**src/include/piso_params.svh**
```systemverilog
// Purpose: Constants of the latched parallel-in serial-out shift register
// Assumes: Included by its bare name
// Notes: Widths, reset values and pin filter depth
`ifndef PISO_PARAMS_SVH
`define PISO_PARAMS_SVH

`define PISO_STAGES 8
`define PISO_LATCH_RST 8'h00
`define PISO_STAGE_RST 8'h00
`define PISO_SYNC_FLOPS 3
`define PISO_STAGE_A 0
`define PISO_STAGE_H 7

`endif

```
**src/include/piso_pkg.sv**
```systemverilog
// Purpose: Types of the latched parallel-in serial-out shift register
// Assumes: Nothing
// Notes: Mode select decoded by function
package piso_pkg;

  typedef enum logic {MODE_PARALLEL, MODE_SERIAL} shift_mode_e;

  function automatic shift_mode_e decode_mode(input logic level);
    decode_mode = level ? MODE_SERIAL : MODE_PARALLEL;
  endfunction : decode_mode

endpackage : piso_pkg

```
**src/design/latched_piso_shift_register.sv**
```systemverilog
// Purpose: Eight-stage parallel-in serial-out shift register behind an input latch
// Assumes: All pins asynchronous to CLK_I; strobes slower than the pin filter
// Notes: Bit 0 is stage A and input A; bit 7 is stage H and input H
//
// Functional notes
// Eight-bit input latch feeds eight shift stages A to H in parallel.
// Latch strobe rising edge captures parallel inputs; other strobe activity does nothing.
// Mode high: shift strobe rising edge moves serial input into stage A.
// Mode low: serial input ignored, no serial shifting on shift strobe.
// Mode low, out of reset: stages follow latch contents continuously.
// Each shift: A takes serial input, each stage feeds next, H discarded.
// Serial output always shows stage H.
// Reset pin low clears stages and serial output at once; latch kept.
// During reset, latch strobe still loads latch; stages stay cleared.
// Mode low, latch strobe edge: new data reaches stages and output.
// Mode high, both strobes rising together: latch loads and one shift.
// Mode high, no strobe edges: latch and stages hold.
// Host resets or transfers before trusting the serial output.
`include "piso_params.svh"

module latched_piso_shift_register #(
  parameter int STAGES = `PISO_STAGES
) (
  input wire logic CLK_I,
  input wire logic RST_I,
  input wire logic SHIFT_RESET_N_I,
  input wire logic MODE_SERIAL_I,
  input wire logic LATCH_STROBE_I,
  input wire logic SHIFT_STROBE_I,
  input wire logic SERIAL_IN_I,
  input wire logic [STAGES-1:0] PARALLEL_IN_I,
  output logic SERIAL_OUT_O
);

  generate
    if (STAGES != `PISO_STAGES)
    begin : g_bad_stages
      $error("latched_piso_shift_register supports eight stages only");
    end
  endgenerate

  logic clear_async;
  logic reset_n_lvl;
  logic mode_lvl;
  logic latch_lvl;
  logic shift_lvl;
  logic serial_in_lvl;
  logic [STAGES-1:0] parallel_lvl;
  logic latch_rise;
  logic shift_rise;
  piso_pkg::shift_mode_e mode;

  logic [STAGES-1:0] input_latch_contents_ff;
  logic [STAGES-1:0] nxt_input_latch_contents;
  logic [STAGES-1:0] shift_stage_contents_ff;
  logic [STAGES-1:0] nxt_shift_stage_contents;
  logic [STAGES-1:0] latch_view;

  // Pin low clears the stages without waiting for a clock edge
  assign clear_async = RST_I | ~SHIFT_RESET_N_I;

  pin_sync #(.WIDTH(1), .RST_VAL(1'b0)) u_sync_reset (
    .clk_i(CLK_I),
    .rst_i(RST_I),
    .pin_i(SHIFT_RESET_N_I),
    .level_o(reset_n_lvl)
  );

  pin_sync #(.WIDTH(4), .RST_VAL(4'h0)) u_sync_ctrl (
    .clk_i(CLK_I),
    .rst_i(RST_I),
    .pin_i({MODE_SERIAL_I, LATCH_STROBE_I, SHIFT_STROBE_I, SERIAL_IN_I}),
    .level_o({mode_lvl, latch_lvl, shift_lvl, serial_in_lvl})
  );

  // Data passes the same depth as the strobes so it lines up with the edge
  pin_sync #(.WIDTH(STAGES), .RST_VAL(`PISO_LATCH_RST)) u_sync_data (
    .clk_i(CLK_I),
    .rst_i(RST_I),
    .pin_i(PARALLEL_IN_I),
    .level_o(parallel_lvl)
  );

  rise_detect u_latch_edge (
    .clk_i(CLK_I),
    .rst_i(RST_I),
    .level_i(latch_lvl),
    .rise_o(latch_rise)
  );

  rise_detect u_shift_edge (
    .clk_i(CLK_I),
    .rst_i(RST_I),
    .level_i(shift_lvl),
    .rise_o(shift_rise)
  );

  assign mode = piso_pkg::decode_mode(mode_lvl);

  // Input latch: loads on rising strobe only, whatever the reset pin does
  always_comb
  begin
    nxt_input_latch_contents = input_latch_contents_ff;
    if (latch_rise)
    begin
      nxt_input_latch_contents = parallel_lvl;
    end
  end

  always_ff @(posedge CLK_I or posedge RST_I)
  begin
    if (RST_I)
    begin
      input_latch_contents_ff <= `PISO_LATCH_RST;
    end
    else
    begin
      input_latch_contents_ff <= nxt_input_latch_contents;
    end
  end

  // Value the latch shows this cycle, new data included
  assign latch_view = latch_rise ? parallel_lvl : input_latch_contents_ff;

  always_comb
  begin
    nxt_shift_stage_contents = shift_stage_contents_ff;
    if (!reset_n_lvl)
    begin
      // Held clear until the released reset has passed the filter
      nxt_shift_stage_contents = `PISO_STAGE_RST;
    end
    else
    begin
      case (mode)
        piso_pkg::MODE_PARALLEL:
        begin
          nxt_shift_stage_contents = latch_view;
        end
        piso_pkg::MODE_SERIAL:
        begin
          if (shift_rise)
          begin
            nxt_shift_stage_contents =
              {shift_stage_contents_ff[STAGES-2:0], serial_in_lvl};
          end
        end
        default:
        begin
          nxt_shift_stage_contents = shift_stage_contents_ff;
        end
      endcase
    end
  end

  always_ff @(posedge CLK_I or posedge clear_async)
  begin
    if (clear_async)
    begin
      shift_stage_contents_ff <= `PISO_STAGE_RST;
    end
    else
    begin
      shift_stage_contents_ff <= nxt_shift_stage_contents;
    end
  end

  // Stage H flop drives the pin directly
  assign SERIAL_OUT_O = shift_stage_contents_ff[`PISO_STAGE_H];

endmodule : latched_piso_shift_register

```
**src/design/pin_sync.sv**
```systemverilog
// Purpose: Three-flop pin synchroniser with agreement filter
// Assumes: One clock, asynchronous active-high reset
// Notes: A bit changes once the second and third flops agree
module pin_sync #(
  parameter int WIDTH = 1,
  parameter logic [WIDTH-1:0] RST_VAL = '0
) (
  input wire logic clk_i,
  input wire logic rst_i,
  input wire logic [WIDTH-1:0] pin_i,
  output logic [WIDTH-1:0] level_o
);

  logic [WIDTH-1:0] meta_ff;
  logic [WIDTH-1:0] sync2_ff;
  logic [WIDTH-1:0] sync3_ff;
  logic [WIDTH-1:0] level_ff;
  logic [WIDTH-1:0] nxt_level;

  generate
    if (WIDTH < 1)
    begin : g_bad_width
      $error("pin_sync needs WIDTH of at least 1");
    end
  endgenerate

  always_comb
  begin
    // Per bit: take the new value only where both late flops agree
    nxt_level = (sync2_ff & ~(sync2_ff ^ sync3_ff)) | (level_ff & (sync2_ff ^ sync3_ff));
  end

  always_ff @(posedge clk_i or posedge rst_i)
  begin
    if (rst_i)
    begin
      meta_ff <= RST_VAL;
      sync2_ff <= RST_VAL;
      sync3_ff <= RST_VAL;
      level_ff <= RST_VAL;
    end
    else
    begin
      meta_ff <= pin_i;
      sync2_ff <= meta_ff;
      sync3_ff <= sync2_ff;
      level_ff <= nxt_level;
    end
  end

  assign level_o = level_ff;

endmodule : pin_sync

```
**src/design/rise_detect.sv**
```systemverilog
// Purpose: One-cycle pulse on a low-to-high change of a filtered level
// Assumes: Level already in the clock domain
// Notes: Pulse is combinational from the held previous value
module rise_detect (
  input wire logic clk_i,
  input wire logic rst_i,
  input wire logic level_i,
  output logic rise_o
);

  logic prev_ff;
  logic nxt_prev;

  always_comb
  begin
    nxt_prev = level_i;
  end

  always_ff @(posedge clk_i or posedge rst_i)
  begin
    if (rst_i)
    begin
      prev_ff <= 1'b0;
    end
    else
    begin
      prev_ff <= nxt_prev;
    end
  end

  assign rise_o = level_i & ~prev_ff;

endmodule : rise_detect

```
**config.mk**
```make
export PLATFORM = sky130hd
export DESIGN_NAME = latched_piso_shift_register
export DESIGN_NICKNAME = d
export VERILOG_FILES = /design/src/include/piso_pkg.sv /design/src/design/latched_piso_shift_register.sv /design/src/design/pin_sync.sv /design/src/design/rise_detect.sv
export VERILOG_INCLUDE_DIRS = /design/src /design/src/include
export SDC_FILE = /design/constraint.sdc
export NUM_CORES = 1
export LEC_CHECK = 0
export CAP_MARGIN = 10
export CORE_AREA = 2 2 78 80
export DETAILED_ROUTE_END_ITERATION = 8
export DIE_AREA = 0 0 80 82
export DONT_BUFFER_PORTS = 1
export HOLD_SLACK_MARGIN = 0.08
export PLACE_DENSITY = 0.64
export SKIP_CTS_REPAIR_TIMING = 1
export SLEW_MARGIN = 10
export SYNTH_ARGS = -nofsm -noshare
export SYNTH_HDL_FRONTEND = slang
export SYNTH_SLANG_ARGS = --single-unit
```
**constraint.sdc**
```tcl
create_clock -name CLK_I -period 2.3 [get_ports CLK_I]
set_input_delay 0.46 -clock CLK_I [delete_from_list [all_inputs] [get_ports CLK_I]]
set_output_delay 0.46 -clock CLK_I [all_outputs]
set_load 0.02 [all_outputs]
```
# After elaboration in Yosys (flattened, before gate mapping)
# Index checks and enable logic that the tools add are counted.
[classes] n_eq_ne=1 mux=5 n_bitwise=22
[op_table] operator="8-bit two-way mux" count=3
[op_table] operator="8-bit bitwise AND" count=2
[op_table] operator="8-bit one-hot mux with 2 select lines" count=1
[op_table] operator="4-bit bitwise AND" count=2
[op_table] operator="8-bit inverter" count=1
[op_table] operator="8-bit bitwise OR" count=1
[op_table] operator="8-bit bitwise XOR" count=1
[op_table] operator="1-bit inverter" count=5
[op_table] operator="1-bit bitwise AND" count=4
[op_table] operator="4-bit inverter" count=1
[op_table] operator="4-bit bitwise OR" count=1
[op_table] operator="4-bit bitwise XOR" count=1
[op_table] operator="3-bit inequality test (second input constant)" count=1
[op_table] operator="1-bit bitwise OR" count=2
[op_table] operator="1-bit two-way mux" count=1
[op_table] operator="1-bit bitwise XOR" count=1
[word_totals] elab_cells=44 in_bits=15 output_inout_bits=1 regBits=70

# Logic depth before layout (Yosys ltp)
[depth] ltp_word=5 mapped_depth=4 mapped_depth_nobuf=3

# By module
# From an unflattened synthesis, not the netlist that was laid out.
[unflattened] hier_cells=121 hier_area_um2=2254.7
[by_module_without_submodules] mod="pin_sync at u_sync_data" area_per_inst_um2=894.6 instances=1 cells_per_inst=41
[by_module_without_submodules] mod="latched_piso_shift_register" area_per_inst_um2=710.7 instances=1 cells_per_inst=47
[by_module_without_submodules] mod="pin_sync at u_sync_ctrl" area_per_inst_um2=449.2 instances=1 cells_per_inst=21
[by_module_without_submodules] mod="pin_sync at u_sync_reset" area_per_inst_um2=115.1 instances=1 cells_per_inst=6
[by_module_without_submodules] mod="rise_detect" area_per_inst_um2=42.5 instances=2 cells_per_inst=3

# Least setup slack after synthesis
# OpenSTA, ideal clock, no wires.
[synth_path] path_type="flip-flop to flip-flop" from="register u_latch_edge.prev_ff" to="register shift_stage_contents_ff[0]" setup_time_ps=126 synth_period_minus_slack_ps=1336 slack_ps=964 path_stages_with_launch=5 path_buffers=1 arrival_ps=1210 t_required_ps=2174 cell_sequence="dfrtp_1 -> nand2b_1 -> buf_6 -> mux2_4 -> a221o_1"
[synth_between] elab_chain_cells=5
[synth_rtl] element="from (decl)" line="rise_detect.sv:11" text="logic prev_ff;"
[synth_rtl] element="from (signal assigned)" line="rise_detect.sv:27" text="prev_ff <= nxt_prev;"
[synth_rtl] element="1-bit inverter" line="rise_detect.sv:31" text="assign rise_o = level_i & ~prev_ff;"
[synth_rtl] element="1-bit bitwise AND" line="rise_detect.sv:31"
[synth_rtl] element="8-bit two-way mux"
[synth_rtl] element="named net latch_view[0]" line="latched_piso_shift_register.sv:57" text="logic [STAGES-1:0] latch_view;"
[synth_rtl] element="8-bit one-hot mux with 2 select lines" line="latched_piso_shift_register.sv:135" text="case (mode)"
[synth_rtl] element="8-bit two-way mux" line="latched_piso_shift_register.sv:128" text="if (!reset_n_lvl)"
[synth_rtl] element="to (signal assigned)" line="latched_piso_shift_register.sv:160" text="shift_stage_contents_ff <= `PISO_STAGE_RST;"
[synth_rtl] element="to (signal assigned)" line="latched_piso_shift_register.sv:164" text="shift_stage_contents_ff <= nxt_shift_stage_contents;"
[synth_rtl] element="to (decl)" line="latched_piso_shift_register.sv:55" text="logic [STAGES-1:0] shift_stage_contents_ff;"
# The timed path passes the listed nets, and every way through them passes these cells.
# A chain may end at the register's enable or synchronous reset.

==> run_results.csv <==
group,metric,value,unit
timing,worst_pin_slew,0.725,ns
layout,nets,142,
pwr,total_power,2.49,mW
timing,totalNegativeSetupSlack,0,ns
grt,grt_pass1_vias,1060,
timing,rsz0062_at_grt,"no",
worst_setup_path,worstPathBufferInverterCount,0,
layout,register_area,0.00175,mm²
placed_design,finalWeightedCongestion,0.741,
worst_setup_path,crit_family,"flip-flops",
detailed_routing,wl,3060,µm
grt,grt_pass1_wl,5260,µm
clocking,cts.sinks,70,
clocking,cts_root_buf,"clkbuf_8",
floorplan,dieArea,0.00656,mm²
layout,nFillCells,514,
worst_setup_path,crit_arrival,1.81,ns
detailed_routing,met3_length,149,µm
worst_setup_path,r2r_cells,3,
layout,layout_commonest_cell,"dfrtp_1",
floorplan,start_util,0.388,
layout,layout_common_cells,"70 x dfrtp_1, 13 x maj3_1, 12 x clkbuf_8",
grt,grtUsageTotal,0.112,
detailed_routing,ant_nets,0,
clocking,clock_latency,0.33,ns
yosys,syn_inst,118,
detailed_routing,wl_met2,1500,µm
layout,syn2layout_area_growth,12.1,%
worst_setup_path,crit_cells,3,
grt,grt_max_degree,38,
grt,antenna_found_initial,0,
detailed_routing,top_layer,"met4",
worst_setup_path,slowest_delay,0.40,ns
timing,maxSlewHeadroom,0.516,
layout,diodes,0,
worst_setup_path,critPathKind,"flop to flop",
timing,whs,0.126,ns
worst_setup_path,end_kind,"flop",
timing,fin_skew,0.00796,ns
detailed_routing,firstDrtPassIters,4,
detailed_routing,vias,963,
run,cap_violations,0,
worst_setup_path,crit_path_start_kind,"flop",
yosys,synth.cell_area,0.00223,mm²
yosys,synth_seq_area_share,0.786,
timing,timing.fmax,627,MHz
worst_setup_path,crit_path_max_fanout,8,
yosys,syn_area_per_cell,18.9,µm²
detailed_routing,drc,0,
floorplan,die_y,82,µm
placed_design,io_buffers,0,
detailed_routing,routedWlPerCell,14.8,µm
timing,finalSetupViolCount,0,
yosys,yosys_warnings,0,
timing,slew_violations,0,
placed_design,place_inst,191,
clocking,max-clock-path-buffers,2,
timing,hold_viol,0,
floorplan,core_area,0.00575,mm²
run_status,status,"finished clean",
grt,overflow,0,
worst_setup_path,cp_slowest_cell,"dfrtp_1",
yosys,synth-seq-cells,70,
detailed_routing,m1WireLength,1340,µm
clocking,cts_made_buffers,9,
worst_setup_path,path_cells,"nand2b_1 > mux2_4 > a221o_1",
worst_setup_path,r2r_setup_slack,0.71,ns
floorplan,num_rows,28,
clocking,clk_transition_reported_paths,0.07,ns
floorplan,ioPinCount,16,
pwr,leakage,1.14,nW
detailed_routing,vias_per_cell,4.65,
placed_design,dp.final_hpwl,2040,µm
yosys,synth.distinct_cells,14,
floorplan,die_width,80,µm
timing,min_period_over_period,0.693,
layout,drive_gt1_frac,0.212,
pwr,ir_drop,0.413,mV
worst_setup_path,required,2.52,ns
min_path,hold_class,"input pin to asynchronous set/reset pin",
layout,multi_input_area,447,µm²
yosys,synth_nets,133,
timing,fin_crit,1.59,ns
detailed_routing,dr.first_iter.drc_count,66,
pwr,p_per_area,995,mW/mm²
clocking,cts_tree,"done",
clocking,htreeDepth,3,
layout,final-instance-count-excl-fill,207,
==> logic make-up (layout without fill, tap and decap cells) <==
| group | Yosys count | count (layout) | synth area share |
|---|---|---|---|
| and+or+nand+nor | 12 | 12 | 0.0471 |
| buffers and inverters | 6 | 20 | 0.0140 |
| DFF | 70 | 70 | 0.786 |
| muxes | 8 | 8 | 0.0539 |
| adders and majority gates | 13 | 13 | 0.0584 |
| AOI/OAI and AO/OA | 9 | 9 | 0.0410 |
==> synth_stat cells, drive strengths merged <==
cell    count  area [µm²]
clkbuf      1        3.75
a221o       8        80.1
nor2b       2        12.5
and4b       8        80.1
dfrtp      70        1750
inv         2        7.51
mux2        8         120
maj3       13         130
and2        1        6.26
buf         3        20.0
a21boi      1        11.3
nand2b      1        6.26
==> layer usage <==
layer	global-route usage	vias to the layer above
met3	0.0462	7
met2	0.164	21
met5	0	-
met4	0.0712	0
met1	0.138	499
li1	-	436
==> area by class of cell <==
cell class | count | share of cell area
clock buffer | 12 | 0.0661
timing repair buffer | 2 | 0.00601
sequential | 70 | 0.701
clock inverter | 4 | 0.00801
multi-input combinational | 42 | 0.179
inverter | 2 | 0.00300
tap | 75 | 0.0375
==> final timing paths <==
path,start,end
worst max-delay path,flop,shift_stage_contents_ff[3]
worst min-delay path,RST_I,u_sync_data.sync3_ff[1]
worst max register to register,flop,shift_stage_contents_ff[3]
worst min register to register,u_sync_ctrl.meta_ff[3],u_sync_ctrl.sync2_ff[3]
max in group asynchronous,RST_I,u_sync_data.sync2_ff[4]
min in group CLK_I,PARALLEL_IN_I[0],u_sync_data.meta_ff[0]
==> metrics by stage <==
stage | cell area (µm²) | worst slack [ns] | util
after floorplan | 2230 | 0.299 | -
after global placement | 2310 | 0.750 | 0.403
after detailed placement | 2310 | 0.686 | 0.403
after CTS | 2500 | 0.685 | 0.435
after global routing | 2500 | 0.653 | 0.435
final | 2500 | 0.706 | 0.435
==> report_power, final <==
part / internal (mW) / switching, mW
clock network: 0.472 / 0.408
registers: 1.36 / 0.0702
logic: 0.103 / 0.0777
total: 1.93 / 0.556
Note: power is estimated with default switching activity, not from simulation.
